**src/prt_defines.svh**
```systemverilog
// constants for the record transfer responder: codes, crc settings, null locator, result values
// assumes inclusion by bare name from the design modules
`ifndef PRT_DEFINES_SVH
`define PRT_DEFINES_SVH
`define PRT_POS_FIRST 8'h00
`define PRT_POS_MIDDLE 8'h01
`define PRT_POS_LAST 8'h04
`define PRT_POS_WHOLE 8'h05
`define PRT_KIND_NEXT 8'h00
`define PRT_KIND_FIRST 8'h01
`define PRT_RC_SUCCESS 8'h00
`define PRT_RC_ERROR 8'h01
`define PRT_RC_BAD_LOCATOR 8'h80
`define PRT_RC_BAD_VERSION 8'h81
`define PRT_RC_UPDATING 8'h83
`define PRT_CRC_POLY 8'h07
`define PRT_CRC_INIT 8'h00
`define PRT_NULL_LOCATOR 32'h0000_0000
`endif

```
**src/prt_pkg.sv**
```systemverilog
// types shared by the record transfer responder
// assumes prt_defines.svh is on the include path
package prt_pkg;
    typedef enum logic [5:0] {
        PRT_IDLE = 6'b000001,
        PRT_CHECK = 6'b000010,
        PRT_HEAD = 6'b000100,
        PRT_DATA = 6'b001000,
        PRT_CRC = 6'b010000,
        PRT_DONE = 6'b100000
    } prt_state_t;
endpackage : prt_pkg

```
**src/prt_crc8.sv**
```systemverilog
// bit-serial crc-8 accumulator, x^8+x^2+x+1, msb of each byte first
// assumes the caller presents one byte per enabled cycle in transfer order
`timescale 1ns/100ps
`include "prt_defines.svh"
module prt_crc8 (
    input wire logic ref_clk,
    input wire logic resetn,
    input wire logic clear,
    input wire logic byte_en,
    input wire logic [7:0] data_byte,
    output logic [7:0] crc
);
    logic [7:0] crc_ff;
    logic [7:0] nxt_crc;

    // fold one byte in eight serial steps, msb first
    function automatic logic [7:0] prt_crc_byte(input logic [7:0] c, input logic [7:0] d);
        logic [7:0] r;
        r = c;
        for (int i = 7; i >= 0; i--) begin
            if (r[7] ^ d[i]) begin
                r = {r[6:0], 1'b0} ^ `PRT_CRC_POLY;
            end else begin
                r = {r[6:0], 1'b0};
            end
        end
        return r;
    endfunction : prt_crc_byte

    // clear has priority so a new read never inherits an old sum
    always_comb begin
        nxt_crc = crc_ff;
        if (clear) begin
            nxt_crc = `PRT_CRC_INIT;
        end else if (byte_en) begin
            nxt_crc = prt_crc_byte(crc_ff, data_byte);
        end
    end

    always_ff @(posedge ref_clk or negedge resetn) begin
        if (!resetn) begin
            crc_ff <= `PRT_CRC_INIT;
        end else begin
            crc_ff <= nxt_crc;
        end
    end

    assign crc = crc_ff;
endmodule : prt_crc8

```
**src/prt_responder.sv**
```systemverilog
// record read responder: serves records from a flip-flop repository
// assumes requests arrive as one-cycle pulses with fields held by the requester;
// repository is written over a simple write port by a local updater
//
// Function
// - portion position uses four defined codes
// - zero byte limit gives zero returned count
// - emit exactly returned count record bytes
// - checksum only on last portion responses
// - crc-8 x^8+x^2+x+1 over whole record
// - crc folds bits msb first, transfer order
// - split record beyond capacity or limit
// - locator zero returns first record
// - locator implemented as record table index plus one
// - modification mid read gives new version
// - version mismatch returns error result code
// - only modified records change version tag
// - locked repository answers update in progress
// - updater refreshes stamp and versions on change
// - no following record gives zero locator
// - no remaining portion gives zero locator
`timescale 1ns/100ps
`include "prt_defines.svh"
module prt_responder
    import prt_pkg::*;
#(
    parameter int NUM_RECORDS = 4,
    parameter int RECORD_BYTES = 16,
    parameter int MAX_PORTION = 8
) (
    input wire logic ref_clk,
    input wire logic resetn,
    input wire logic req_valid,
    input wire logic [31:0] record_locator,
    input wire logic [31:0] portion_locator,
    input wire logic [7:0] portion_request_kind,
    input wire logic [15:0] requested_byte_limit,
    input wire logic [15:0] record_version_tag,
    input wire logic repo_locked,
    input wire logic wr_en,
    input wire logic [31:0] wr_record,
    input wire logic [31:0] wr_offset,
    input wire logic [7:0] wr_data,
    input wire logic info_req,
    output logic busy,
    output logic head_valid,
    output logic [7:0] result_code,
    output logic [31:0] following_record_locator,
    output logic [31:0] following_portion_locator,
    output logic [7:0] portion_position,
    output logic [15:0] returned_byte_count,
    output logic [15:0] version_out,
    output logic byte_valid,
    output logic [7:0] record_bytes,
    output logic crc_valid,
    output logic [7:0] whole_record_checksum,
    output logic info_valid,
    output logic info_updating,
    output logic [31:0] repo_time_stamp
);
    localparam int IW = $clog2(NUM_RECORDS);
    localparam int OW = $clog2(RECORD_BYTES + 1);
    localparam int AW = $clog2(RECORD_BYTES);
    localparam logic [15:0] CAP = 16'(MAX_PORTION);
    localparam logic [15:0] RLEN = 16'(RECORD_BYTES);

    // repository storage and per-record version tags
    logic [7:0] mem_ff [NUM_RECORDS][RECORD_BYTES];
    logic [15:0] ver_ff [NUM_RECORDS];
    logic [31:0] stamp_ff, nxt_stamp;
    logic [NUM_RECORDS-1:0] nxt_dirty;

    prt_state_t state_ff, nxt_state;
    logic [IW-1:0] rec_ff, nxt_rec;
    logic [OW-1:0] off_ff, nxt_off;
    logic [15:0] left_ff, nxt_left;
    logic clr_crc, fold;
    logic [7:0] crc;
    logic [7:0] cur_byte;

    // response registers
    logic head_valid_ff, nxt_head_valid, busy_ff, nxt_busy;
    logic [7:0] rc_ff, nxt_rc, pos_ff, nxt_pos, byte_ff, nxt_byte;
    logic [31:0] frl_ff, nxt_frl, fpl_ff, nxt_fpl;
    logic [15:0] cnt_ff, nxt_cnt, vout_ff, nxt_vout;
    logic byte_valid_ff, nxt_byte_valid, crc_valid_ff, nxt_crc_valid;
    logic [7:0] chk_ff, nxt_chk;
    logic info_valid_ff, info_upd_ff;

    function automatic logic [15:0] prt_min(input logic [15:0] a, input logic [15:0] b);
        return (a < b) ? a : b;
    endfunction : prt_min

    // locator is a table index plus one so that zero can mean first record
    function automatic logic [31:0] prt_loc(input logic [IW:0] idx);
        return 32'(idx) + 32'h0000_0001;
    endfunction : prt_loc

    // an offset one past the end wraps to byte 0, which is never sent from there
    assign cur_byte = mem_ff[rec_ff][off_ff[AW-1:0]];

    prt_crc8 prt_crc8_inst (
        .ref_clk(ref_clk),
        .resetn(resetn),
        .clear(clr_crc),
        .byte_en(fold),
        .data_byte(cur_byte),
        .crc(crc)
    );

    // repository update side: store, version bump only for touched records, stamp
    always_comb begin
        nxt_stamp = stamp_ff;
        nxt_dirty = '0;
        if (wr_en && wr_record < 32'(NUM_RECORDS) && wr_offset < 32'(RECORD_BYTES)) begin
            nxt_dirty[wr_record[IW-1:0]] = 1'b1;
            nxt_stamp = stamp_ff + 32'h0000_0001;
        end
    end

    // versions bump when a write lands, so a read spanning it sees a mismatch
    always_ff @(posedge ref_clk or negedge resetn) begin
        if (!resetn) begin
            stamp_ff <= 32'h0000_0000;
            for (int r = 0; r < NUM_RECORDS; r++) begin
                ver_ff[r] <= 16'h0001;
                for (int b = 0; b < RECORD_BYTES; b++) begin
                    mem_ff[r][b] <= 8'h00;
                end
            end
        end else begin
            stamp_ff <= nxt_stamp;
            for (int r = 0; r < NUM_RECORDS; r++) begin
                if (nxt_dirty[r]) begin
                    ver_ff[r] <= ver_ff[r] + 16'h0001;
                end
            end
            if (wr_en && wr_record < 32'(NUM_RECORDS) && wr_offset < 32'(RECORD_BYTES)) begin
                mem_ff[wr_record[IW-1:0]][wr_offset[AW-1:0]] <= wr_data;
            end
        end
    end

    // info query answers with lock status and stamp one cycle later
    always_ff @(posedge ref_clk or negedge resetn) begin
        if (!resetn) begin
            info_valid_ff <= 1'b0;
            info_upd_ff <= 1'b0;
        end else begin
            info_valid_ff <= info_req;
            info_upd_ff <= info_req ? repo_locked : info_upd_ff;
        end
    end

    // request interpreter and response sequencer
    always_comb begin
        logic [15:0] n;
        logic [15:0] remain;
        n = 16'h0000;
        remain = 16'h0000;
        nxt_state = state_ff;
        nxt_rec = rec_ff;
        nxt_off = off_ff;
        nxt_left = left_ff;
        nxt_head_valid = 1'b0;
        nxt_rc = rc_ff;
        nxt_pos = pos_ff;
        nxt_frl = frl_ff;
        nxt_fpl = fpl_ff;
        nxt_cnt = cnt_ff;
        nxt_vout = vout_ff;
        nxt_byte_valid = 1'b0;
        nxt_byte = byte_ff;
        nxt_crc_valid = 1'b0;
        nxt_chk = chk_ff;
        clr_crc = 1'b0;
        fold = 1'b0;
        case (state_ff)
            PRT_IDLE: begin
                if (req_valid) begin
                    nxt_state = PRT_HEAD;
                    nxt_rc = `PRT_RC_SUCCESS;
                    nxt_cnt = 16'h0000;
                    nxt_frl = `PRT_NULL_LOCATOR;
                    nxt_fpl = `PRT_NULL_LOCATOR;
                    nxt_pos = `PRT_POS_WHOLE;
                    // locator zero means first record; else index plus one
                    nxt_rec = (record_locator == `PRT_NULL_LOCATOR) ? '0 :
                              IW'(record_locator - 32'h0000_0001);
                    if (portion_request_kind == `PRT_KIND_FIRST) begin
                        nxt_off = '0; // restart from beginning any time
                        clr_crc = 1'b1;
                    end else begin
                        nxt_off = OW'(portion_locator);
                    end
                    if (repo_locked) begin
                        nxt_rc = `PRT_RC_UPDATING;
                    end else if (record_locator > 32'(NUM_RECORDS)) begin
                        nxt_rc = `PRT_RC_BAD_LOCATOR;
                    end else if (portion_request_kind != `PRT_KIND_FIRST &&
                                 portion_request_kind != `PRT_KIND_NEXT) begin
                        nxt_rc = `PRT_RC_ERROR;
                    end else begin
                        nxt_state = PRT_CHECK;
                    end
                end
            end
            PRT_CHECK: begin
                nxt_state = PRT_HEAD;
                nxt_vout = ver_ff[rec_ff];
                if (portion_request_kind == `PRT_KIND_NEXT &&
                    (record_version_tag != ver_ff[rec_ff] ||
                     off_ff == '0 || 16'(off_ff) >= RLEN)) begin
                    nxt_rc = `PRT_RC_BAD_VERSION;
                end else begin
                    remain = RLEN - 16'(off_ff);
                    n = prt_min(prt_min(remain, CAP), requested_byte_limit);
                    nxt_cnt = n;
                    nxt_left = n;
                    nxt_frl = (32'(rec_ff) + 32'h0000_0001 < 32'(NUM_RECORDS)) ?
                              prt_loc({1'b0, rec_ff} + 1'b1) : `PRT_NULL_LOCATOR;
                    nxt_fpl = (n == remain) ? `PRT_NULL_LOCATOR :
                              32'(off_ff) + 32'(n);
                    if (off_ff == '0) begin
                        nxt_pos = (n == remain) ? `PRT_POS_WHOLE : `PRT_POS_FIRST;
                    end else begin
                        nxt_pos = (n == remain) ? `PRT_POS_LAST : `PRT_POS_MIDDLE;
                    end
                end
            end
            PRT_HEAD: begin
                nxt_head_valid = 1'b1;
                nxt_state = (rc_ff == `PRT_RC_SUCCESS && cnt_ff != 16'h0000) ? PRT_DATA :
                            (rc_ff == `PRT_RC_SUCCESS && pos_ff == `PRT_POS_LAST) ? PRT_CRC :
                            PRT_DONE;
            end
            PRT_DATA: begin
                nxt_byte_valid = 1'b1;
                nxt_byte = cur_byte;
                fold = 1'b1;
                nxt_off = off_ff + OW'(1);
                nxt_left = left_ff - 16'h0001;
                if (left_ff == 16'h0001) begin
                    nxt_state = (pos_ff == `PRT_POS_LAST) ? PRT_CRC : PRT_DONE;
                end
            end
            PRT_CRC: begin
                nxt_crc_valid = 1'b1;
                nxt_chk = crc;
                nxt_state = PRT_DONE;
            end
            PRT_DONE: begin
                nxt_state = PRT_IDLE;
            end
            default: begin
                nxt_state = PRT_IDLE;
            end
        endcase
        nxt_busy = (nxt_state != PRT_IDLE);
    end

    always_ff @(posedge ref_clk or negedge resetn) begin
        if (!resetn) begin
            state_ff <= PRT_IDLE;
            busy_ff <= 1'b0;
            rec_ff <= '0;
            off_ff <= '0;
            left_ff <= 16'h0000;
            head_valid_ff <= 1'b0;
            rc_ff <= `PRT_RC_SUCCESS;
            pos_ff <= `PRT_POS_WHOLE;
            frl_ff <= `PRT_NULL_LOCATOR;
            fpl_ff <= `PRT_NULL_LOCATOR;
            cnt_ff <= 16'h0000;
            vout_ff <= 16'h0000;
            byte_valid_ff <= 1'b0;
            byte_ff <= 8'h00;
            crc_valid_ff <= 1'b0;
            chk_ff <= 8'h00;
        end else begin
            state_ff <= nxt_state;
            busy_ff <= nxt_busy;
            rec_ff <= nxt_rec;
            off_ff <= nxt_off;
            left_ff <= nxt_left;
            head_valid_ff <= nxt_head_valid;
            rc_ff <= nxt_rc;
            pos_ff <= nxt_pos;
            frl_ff <= nxt_frl;
            fpl_ff <= nxt_fpl;
            cnt_ff <= nxt_cnt;
            vout_ff <= nxt_vout;
            byte_valid_ff <= nxt_byte_valid;
            byte_ff <= nxt_byte;
            crc_valid_ff <= nxt_crc_valid;
            chk_ff <= nxt_chk;
        end
    end

    // busy is registered state: high whenever a request is being served
    assign busy = busy_ff;
    assign head_valid = head_valid_ff;
    assign result_code = rc_ff;
    assign following_record_locator = frl_ff;
    assign following_portion_locator = fpl_ff;
    assign portion_position = pos_ff;
    assign returned_byte_count = cnt_ff;
    assign version_out = vout_ff;
    assign byte_valid = byte_valid_ff;
    assign record_bytes = byte_ff;
    assign crc_valid = crc_valid_ff;
    assign whole_record_checksum = chk_ff;
    assign info_valid = info_valid_ff;
    assign info_updating = info_upd_ff;
    assign repo_time_stamp = stamp_ff;
endmodule : prt_responder

```
**config.mk**
```make
export PLATFORM = sky130hd
export DESIGN_NAME = prt_responder
export DESIGN_NICKNAME = d
export VERILOG_FILES = /design/src/prt_pkg.sv /design/src/prt_crc8.sv /design/src/prt_responder.sv
export VERILOG_INCLUDE_DIRS = /design/src /design/src/src
export SDC_FILE = /design/constraint.sdc
export NUM_CORES = 1
export LEC_CHECK = 0
export ABC_AREA = 1
export BUFFER_PORTS_ARGS = -buffer_cell sky130_fd_sc_hd__buf_2
export CAP_MARGIN = 0
export CORE_ASPECT_RATIO = 2
export CORE_UTILIZATION = 54
export CTS_CLUSTER_SIZE = 40
export DETAILED_ROUTE_END_ITERATION = 10
export PLACE_DENSITY = 0.85
export SYNTH_ARGS = -nofsm -noshare
export SYNTH_HDL_FRONTEND = slang
export SYNTH_SLANG_ARGS = --single-unit
```
**constraint.sdc**
```tcl
create_clock -name ref_clk -period 4.7 [get_ports ref_clk]
set_input_delay 0.705 -clock ref_clk [delete_from_list [all_inputs] [get_ports ref_clk]]
set_output_delay 0.705 -clock ref_clk [all_outputs]
set_load 0.02 [all_outputs]
```
# Word level (Yosys, flattened, before mapping)
# Index checks and enable logic that the tools add are counted.
# totals
register_bits	779
inputBits	182
word_cells	262
# classes
add_sub_neg	13
magnitude_cmp	15
n_eq_ne	15
muxes	85
bitwise_logic	20
reduce_logical	26
# ops
operator	count
$bwmux 512	1
$mux 128	3
$bmux 128 s2	1
$demux 128 s2	1
$mux 8	25
$pmux 32 s2	2
$mux 16	6
$mux 32	3
$add 16x1->16 const B	4
$pmux 16 s2	2
$mux 3	14
$add 32x1->32 const B	1
$bmux 16 s2	1
$bmux 8 s4	1
$demux 8 s4	1
$gt 32x3->1 const B	1
$logic_not 32->1	1
$lt 32x3->1 const B	1
$lt 32x5->1 const B	1
$pmux 8 s2	2
$mux 6	5
$pmux 6 s5	1
$not 3->3	8
$add 5x16->17	1
other kinds (47)	87

# Logic depth before layout (Yosys ltp)
# Gate-level depths: netlist of the first run.
# logic_depth
word_depth	39
mapped_depth	37
mapped_depth_nobuf	32

# Modules after synthesis
# From an unflattened synthesis of the first run, not the netlist that was laid out.
# hier_totals
hier_cells	4274
area_unflattened_um2	36819.1
# modules_own_cells
mod	n_inst	cells_per_inst	area_each_um2	seq_area_each_um2
prt_responder	1	4172	36173.4	17925.9
prt_crc8	1	102	645.6	200.2

# Worst setup path after synthesis of the first run
# OpenSTA, ideal clock, no wires.
# synth_path
path_kind	register -> register
from	register off_ff[1]
to	register fpl_ff[14], in the netlist following_portion_locator[14]
t_arrival_ps	5080
path_slack_ps	-507
stages_incl_launch_ff	36
n_path_buf	4
path_cell_list	dfrtp_1 clkbuf_1 clkinv_1 buf_2 buf_1 ha_1 nand2_1 nor2_1 ha_1 nand3_1 nor2_1 ha_1 nand2_1 nand2_1 nand2_1 nand2_1 nand2_1 nand2_1 nand2_2 nand2_4 buf_4 o21ai_0 ha_1 inv_1 fa_1 nand3b_1 and2_1 inv_1 a21oi_1 nor2_1 nand2_1 nor2_1 nand2_1 nor2_1 xor2_1 o21ai_0
# synth_between
elab_chain_cells	9
# synth_rtl
item	line	rtl
start: declaration	prt_responder.sv:75	logic [OW-1:0] off_ff, nxt_off;
start signal: assignment	prt_responder.sv:284	off_ff <= nxt_off;
$sub 5x5->6	prt_responder.sv:216	remain = RLEN - 16'(off_ff);
$lt 16x4->1	prt_responder.sv:91	return (a < b) ? a : b;
$mux 16	prt_responder.sv:91	
$lt 16x16->1	prt_responder.sv:91	
$mux 16	prt_responder.sv:91	
$add 5x16->17 or $eq 16x16->1 (tied branches)	prt_responder.sv:223, prt_responder.sv:222	
$mux 17	prt_responder.sv:222	nxt_fpl = (n == remain) ? `PRT_NULL_LOCATOR :
$mux 32	prt_responder.sv:211	if (portion_request_kind == `PRT_KIND_NEXT &&
$pmux 32 s2	prt_responder.sv:178	case (state_ff)
end signal: assignment	prt_responder.sv:273	fpl_ff <= `PRT_NULL_LOCATOR;
end signal: assignment	prt_responder.sv:290	fpl_ff <= nxt_fpl;
end: declaration	prt_responder.sv:84	logic [31:0] frl_ff, nxt_frl, fpl_ff, nxt_fpl;
# Several ways; a longest one is shown, not always the timed one. The select of a mux whose other input is x is not followed.
# A chain may end at the register's enable or synchronous reset.

# Final worst setup path of the first run
# Ends and elaborated chain as after synthesis.

==> impl_results.md, run 1 <==
- Die area: 69,500 sq um
- Crit Path Class: flop to flop
- Clk sink count: 724
- Syn Inst Count: 4,325
- Multi-input combinational cell area: 16,400 sq um
- Cell count after placement: 5,281
- Resized cells post-CTS: 0
- Number of flops mapped to enable cells by yosys: 0
- DR pass1 iterations: 6
- Final hold viol count: 0
- Period Utilization, post-route: 95.2%
- Core Area: 67,700 sq um
- Nets: 4,662
- Min-Delay Path Class: primary input to async pin
- Yosys warnings: 0
- Num CTS Buffers: 58
- Post-Syn Area per Cell: 8.54 sq um
- Commonest non-fill, non-tap cell in the layout: nand2_1
- Fmax: 224 MHz
- Tightest Pin Transition: 1.19 ns
- Synthesized area: 36,900 sq um
- Status: completed
- Tot Pwr: 17.7 mW
- Post-DP Area: 38,400 sq um
- Share of cells above drive strength 1: 13.2%
- Layout overhead on the synthesized area: 9.30%
- Register area: 18,100 sq um
- Clock buffer depth: 3
- Post-CTS Setup Inserts: 0
- Vias in the first global route: 32,100
- Via Count: 32,300
- Largest net degree at the start of global routing: 115
- Slew margin rel.: 20.9%
- Die Ht: 372 microns
- Fillcell total: 5,608
- Final setup vio count: 0
- Clock Skew: 0.0187 ns
- Via density: 6.00
- Buf+Inv Stages, Crit Path: 3
- Antenna-violating nets left: 0
- Pwr/cell area: 437 nW/um^2
- Clk root buf: clkbuf_16
- Worst EP arrival: 4.98 ns
- N_diodes: 0
- CTS tree: done
- Die span in x: 187 microns
- Grt ovf: 0
- Overall Global Routing Usage: 31.4%
- Post-synth top flop: dfrtp_1
- Non-Filler Instances: 5,390
- CTS Hold Bufs: 0
- Final Max Tran Viols: 0
- Netlist cell types: 64
- H-tree depth: 2
- IO buf count: 265
- DRC violations left: 0
- Initial antenna violation count: 1
- Ports: 348
- Period minus WS final: 4.47 ns
- CP max stage delay: 0.39 ns
- Worst R2R Setup Slack: 0.23 ns
- Hold_ws: 0.129 ns
- Max VDD drop: 0.347 mV
- Row Count: 135
- Crit path top cell by count: nand2_1
- Initial Utilization: 54.6%
- Register bit total from synthesis: 724
- Post-Layout Inst Area: 40,400 sq um
- Post-synthesis sequential area ratio: 49.1%
- Worst-path clk slew: 0.08 ns
- R2R Path End: following_portion_locator[14]$_DFFE_PN0P_
- R2R cell count: 31
- Top delay family on crit path: simple AND/OR/NAND/NOR gates
- Clock latency at the later pin of the worst-skew pair: 0.64 ns
- WL final: 109 mm
- Initial drt markers: 2,915
- Asr flop ratio synth: 100%
- Crit start category: flop
- Worst Setup End Kind: flop
- Commonest cells after routing, fill and taps aside: 1,173 x nand2_1, 713 x dfrtp_1, 639 x o21ai_0
- Gpl congestion: 0.971
- Slack of the critical path: 0.227 ns
- Max-cap violations: 0
- Highest-delay cell along the critical path: dfrtp_1
- Worst-path maximum fanout: 8
- Pleak: 19.0 nW
- Pre-CTS setup slack: 0.199 ns
- Required @ worst endpoint: 5.21 ns
- Worst flop-to-flop path startpoint: off_ff[1]$_DFFE_PN0P_
- Global-route wire length before repair: 172 mm
- WL/cell: 20.2 microns
- Dpl hpwl: 71.8 mm
[registers in the layout, indices dropped and copies added (netlist names), 16 cells and up]
register	count
ver_ff	64
mem_ff	512
repo_time_stamp	32
following_portion_locator	17
returned_byte_count	16
version_out	16
left_ff	16
[stage by stage]
step / utilization (%) / setup TNS (ns)
5_1_grt: 59.6 / -0.000495
2_1_floorplan: - / 0
4_1_cts: 59.6 / 0
3_3_place_gp: 56.7 / 0
6_report: 59.6 / 0
3_5_place_dp: 56.7 / 0
[worst reg2reg max path, delay by kind of cell (launching register included)]
family	cells	cell delay, ns
and+or+nand+nor	19	1.97
buffers and inverters	3	0.18
AOI/OAI and AO/OA	3	0.36
DFF	1	0.39
xor gates and xnor gates	1	0.15
adders and majority gates	5	1.30
[Yosys cell counts, types with 3 or more instances]
cell          n  area share (%)
a21oi_1      25            0.34
a221oi_1     10            0.24
a22oi_1      35            0.71
a31oi_1      11            0.19
buf_12        4            0.22
buf_2        94             1.3
buf_4        77             1.6
buf_6        40             1.2
clkbuf_1     99             1.0
clkinv_1     11            0.11
dfrtp_1     717              49
dfstp_2       7            0.50
ha_1         28            0.95
inv_1       178             1.8
inv_2        10            0.10
inv_4         3           0.051
nand2_1    1173              12
nand2_2       8            0.14
nand2_4       4            0.12
nand3_1     198             2.7
nand4_1      79             1.3
nand4_2       3            0.10
nand4_4      61             3.5
nor2_1      318             3.2
nor2_2       19            0.32
nor3_1       36            0.49
nor4_1       56            0.95
o2111ai_1    30            0.71
o211ai_1     52             1.1
o21ai_0     640             8.7
o21ai_1     130             1.8
o221ai_1      7            0.17
o221ai_2      4            0.16
o22ai_1       7            0.12
o31ai_1       3           0.061
xnor2_1      18            0.43
xor2_1       96             2.3
[kinds of logic (layout without fill, tap and decap cells)]
family / Yosys count / after routing / synth area share [%]
AND/OR/NAND/NOR: 1972 / 1972 / 25.3
flip-flops: 724 / 724 / 49.1
XOR/XNOR: 114 / 114 / 2.70
adder cells (fa/ha/maj): 29 / 29 / 1.00
AO/OA/AOI/OAI: 962 / 962 / 14.4
buffers and inverters: 523 / 638 / 7.50
other: 1 / 61 / 0.0101
[layout make-up]
| type | count | share of cell area [%] |
|---|---|---|
| clock inverters | 37 | 0.994 |
| well taps | 890 | 2.76 |
| repair buffers | 326 | 4.88 |
| flip-flops and latches | 724 | 44.9 |
| multi-input cells | 3138 | 40.6 |
| inverters | 203 | 1.92 |
| clock buffers | 72 | 3.93 |
[how the worst max path moves through the flow]
stage	from	endpoint	slack (ns)	depth (start not counted)
floorplan	off_ff[0]$_DFFE_PN0P_	following_portion_locator[14]$_DFFE_PN0P_	0.02	37
finish	off_ff[1]$_DFFE_PN0P_	following_portion_locator[14]$_DFFE_PN0P_	0.23	31
global route	off_ff[1]$_DFFE_PN0P_	following_portion_locator[14]$_DFFE_PN0P_	-0.0005	31
global placement	off_ff[2]$_DFFE_PN0P_	following_portion_locator[14]$_DFFE_PN0P_	0.21	30
detailed placement	off_ff[2]$_DFFE_PN0P_	following_portion_locator[14]$_DFFE_PN0P_	0.20	30
CTS	off_ff[2]$_DFFE_PN0P_	following_portion_locator[14]$_DFFE_PN0P_	0.16	30
[power by group]
group / switching (mW) / total (mW) / internal, mW / leakage (nW)
Clock: 2.41 / 5.21 / 2.80 / 0.963
Combinational: 4.41 / 6.04 / 1.64 / 8.30
Sequential: 0.104 / 6.40 / 6.30 / 9.78
[routing by layer]
metal	wire [microns]	up-vias	global-route usage, %
met5	13	-	0
met4	9780	2	26.0
met3	7850	501	4.23
met2	53600	1671	54.6
met1	37700	15500	34.3
li1	-	14700	-
No activity file was read; power rests on OpenSTA's default activity.
==> inputs of run 2 (changes only) <==
- BUFFER_PORTS_ARGS: -buffer_cell sky130_fd_sc_hd__buf_2 -> -buffer_cell sky130_fd_sc_hd__clkbuf_2
==> impl_results.md, run 2 (synthesis results as in run 1) <==
- CP max stage delay: 0.38 ns (about the same)
- Final setup vio count: 0 (unchanged)
- WL final: 110 mm (+0.86%)
- Gpl congestion: 0.964 (-0.68%)
- Via Count: 32,600 (+0.65%)
- Global-route wire length before repair: 174 mm (+0.89%)
- Largest net degree at the start of global routing: 120 (+4.3%)
- Register area: 18,100 sq um (about the same)
- Top layer used by detailed routing: met4
- Tightest Pin Transition: 1.17 ns (-0.0217 ns)
- Fillcell total: 5,615 (+0.12%)
- Status: completed
- Pwr/cell area: 443 nW/um^2 (+1.3%)
- Comb pwr share: 33.9% (-0.3 points)
- Dpl hpwl: 72.3 mm (+0.65%)
- DR WL met3: 9.13 mm (+16%)
- P_sw: 6.97 mW (+0.78%)
- Clock latency at the later pin of the worst-skew pair: 0.66 ns (+0.02 ns)
- M1 WL: 37.5 mm (-0.43%)
- Hold_ws: 0.0355 ns (-0.0940 ns)
- DRC violations left: 0 (unchanged)
- Grt ovf: 0 (unchanged)
- Via density: 6.03 (+0.48%)
- Buf+Inv Stages, Crit Path: 3 (unchanged)
- Worst-path maximum fanout: 7 (-1)
- Commonest cells after routing, fill and taps aside: 1,172 x nand2_1, 714 x dfrtp_1, 639 x o21ai_0
- Highest-delay cell along the critical path: dfrtp_1
- Worst-path clk slew: 0.07 ns (about the same)
- Slack of the critical path: 0.248 ns (+0.0210 ns)
- Initial drt markers: 3,005 (+3.1%)
- Top delay family on crit path: simple AND/OR/NAND/NOR gates
- CTS Hold Bufs: 0 (unchanged)
- Clk sink count: 724 (unchanged)
- Layout overhead on the synthesized area: 9.78%
- Switching share of total power: 38.8% (-0.38 points)
- Max VDD drop: 0.332 mV (-4.4%)
- Crit Path Class: flop to flop
- R2R cell count: 31 (unchanged)
- Max-cap violations: 0 (unchanged)
- Worst Setup End Kind: flop
- Overall Global Routing Usage: 31.7% (+0.31 points)
- Row Count: 135 (unchanged)
- Crit path top cell by count: nand2_1
- Share of cells above drive strength 1: 13.2% (+0.088 points)
- Period Utilization, post-route: 94.7% (-0.45 points)
- Clock buffer depth: 3 (unchanged)
- Largest Register: mem_ff
- Final Max Tran Viols: 0 (unchanged)
- Vias in the first global route: 32,300 (+0.50%)
- Tot Pwr: 18.0 mW (+1.8%)
- DR pass1 iterations: 8 (+2)
- Antenna-violating nets left: 0 (unchanged)
- Initial Utilization: 54.6% (unchanged)
- Min-Delay Path Class: primary input to async pin
- H-tree depth: 2 (unchanged)
- Slew margin rel.: 21.5% (+0.62 points)
- Worst flop-to-flop path startpoint: off_ff[1]$_DFFE_PN0P_
- Num CTS Buffers: 59 (+1.7%)
- Fmax: 225 MHz (+0.47%)
- Pre-CTS setup slack: 0.169 ns (-0.0295 ns)
- CTS tree: done
- Die Ht: 372 microns (unchanged)
- Cell count after placement: 5,282 (+0.019%)
- Clock group share of total power: 30.4% (+0.9 points)
- Worst R2R Setup Slack: 0.25 ns (+0.02 ns)
- Initial antenna violation count: 1 (unchanged)
- Multi-input combinational cell area: 16,400 sq um (about the same)
- IO buf count: 265 (unchanged)
- Setup tns final: 0 ns (unchanged)
- WL/cell: 20.3 microns (+0.69%)
- R2R Path End: following_portion_locator[14]$_DFFE_PN0P_
- Required @ worst endpoint: 5.23 ns (+0.02 ns)
- Ports: 348 (unchanged)
- Max FFs per register: 512 (unchanged)
- Worst EP arrival: 4.98 ns (about the same)
- Flop pwr share: 35.7% (-0.6 points)
- Non-Filler Instances: 5,399 (+0.17%)
- Die area: 69,500 sq um (unchanged)
- Final hold viol count: 0 (unchanged)
- Period minus WS final: 4.45 ns (-0.0210 ns)
- Core Area: 67,700 sq um (unchanged)
- P_int: 11.0 mW (+2.4%)
- Pleak: 19.1 nW (+0.36%)
- Nets: 4,669 (+0.15%)
- Met2 wire length: 53.1 mm (-0.96%)
- Clk root buf: clkbuf_16
- Die span in x: 187 microns (unchanged)
- Clock Skew: 0.0344 ns (+0.0157 ns)
- Crit start category: flop
- Commonest non-fill, non-tap cell in the layout: nand2_1
run 2: worst max path at each step:
stage | start | endpoint | slack (ns) | cells after the start
6_report | off_ff[1]$_DFFE_PN0P_ | following_portion_locator[14]$_DFFE_PN0P_ | 0.25 | 31
5_1_grt | off_ff[1]$_DFFE_PN0P_ | following_portion_locator[14]$_DFFE_PN0P_ | -0.004 | 31
4_1_cts | off_ff[0]$_DFFE_PN0P_ | following_portion_locator[14]$_DFFE_PN0P_ | 0.07 | 31
3_5_place_dp | off_ff[0]$_DFFE_PN0P_ | following_portion_locator[14]$_DFFE_PN0P_ | 0.17 | 32
3_3_place_gp | off_ff[0]$_DFFE_PN0P_ | following_portion_locator[14]$_DFFE_PN0P_ | 0.20 | 30
2_1_floorplan | off_ff[0]$_DFFE_PN0P_ | following_portion_locator[14]$_DFFE_PN0P_ | 0.02 | 37
run 2: repair_timing:
action / in CTS / in global routing
endpoints found under the setup margin: 0 / 2
setup buffers: 0 / 5
gates resized for setup: 0 / 8
run 2: power groups by stage:
stage | registers (mW) | logic, mW | clock network (mW)
global placement | 6.52 | 5.73 | 0
finish | 6.41 | 6.10 | 5.46
floorplan | 6.48 | 4.04 | 0
global route | 6.41 | 6.49 | 5.72
detailed placement | 6.52 | 5.82 | 0
CTS | 6.40 | 5.86 | 5.48
run 2: worst reg2reg max path, delay by kind of cell (launching register included):
family | cells | cell delay [ns]
flops | 1 | 0.38
fa+ha+maj | 5 | 1.28
xor+xnor | 1 | 0.16
buf+inv | 3 | 0.18
compound gates | 3 | 0.37
simple gates | 19 | 1.93
run 2: area by class of cell:
class	count	area share [%]
clock buffers	82	4.20
diodes	1	0.00617
repair buffers	332	4.88
inverters	203	1.91
well taps	890	2.75
multi-input cells	3138	40.5
clock inverters	29	1.06
flip-flops and latches	724	44.7
run 2: stage by stage:
step	utilization (%)	cell area, sq um
floorplan	-	37200
global placement	56.6	38400
detailed placement	56.6	38400
CTS	59.8	40500
global route	59.9	40600
finish	59.9	40600
run 2: metal layers:
metal	vias up	track usage (%)
met1	15600	34.5
met3	531	5.61
li1	14700	-
met5	-	0
met2	1721	53.9
met4	0	26.9
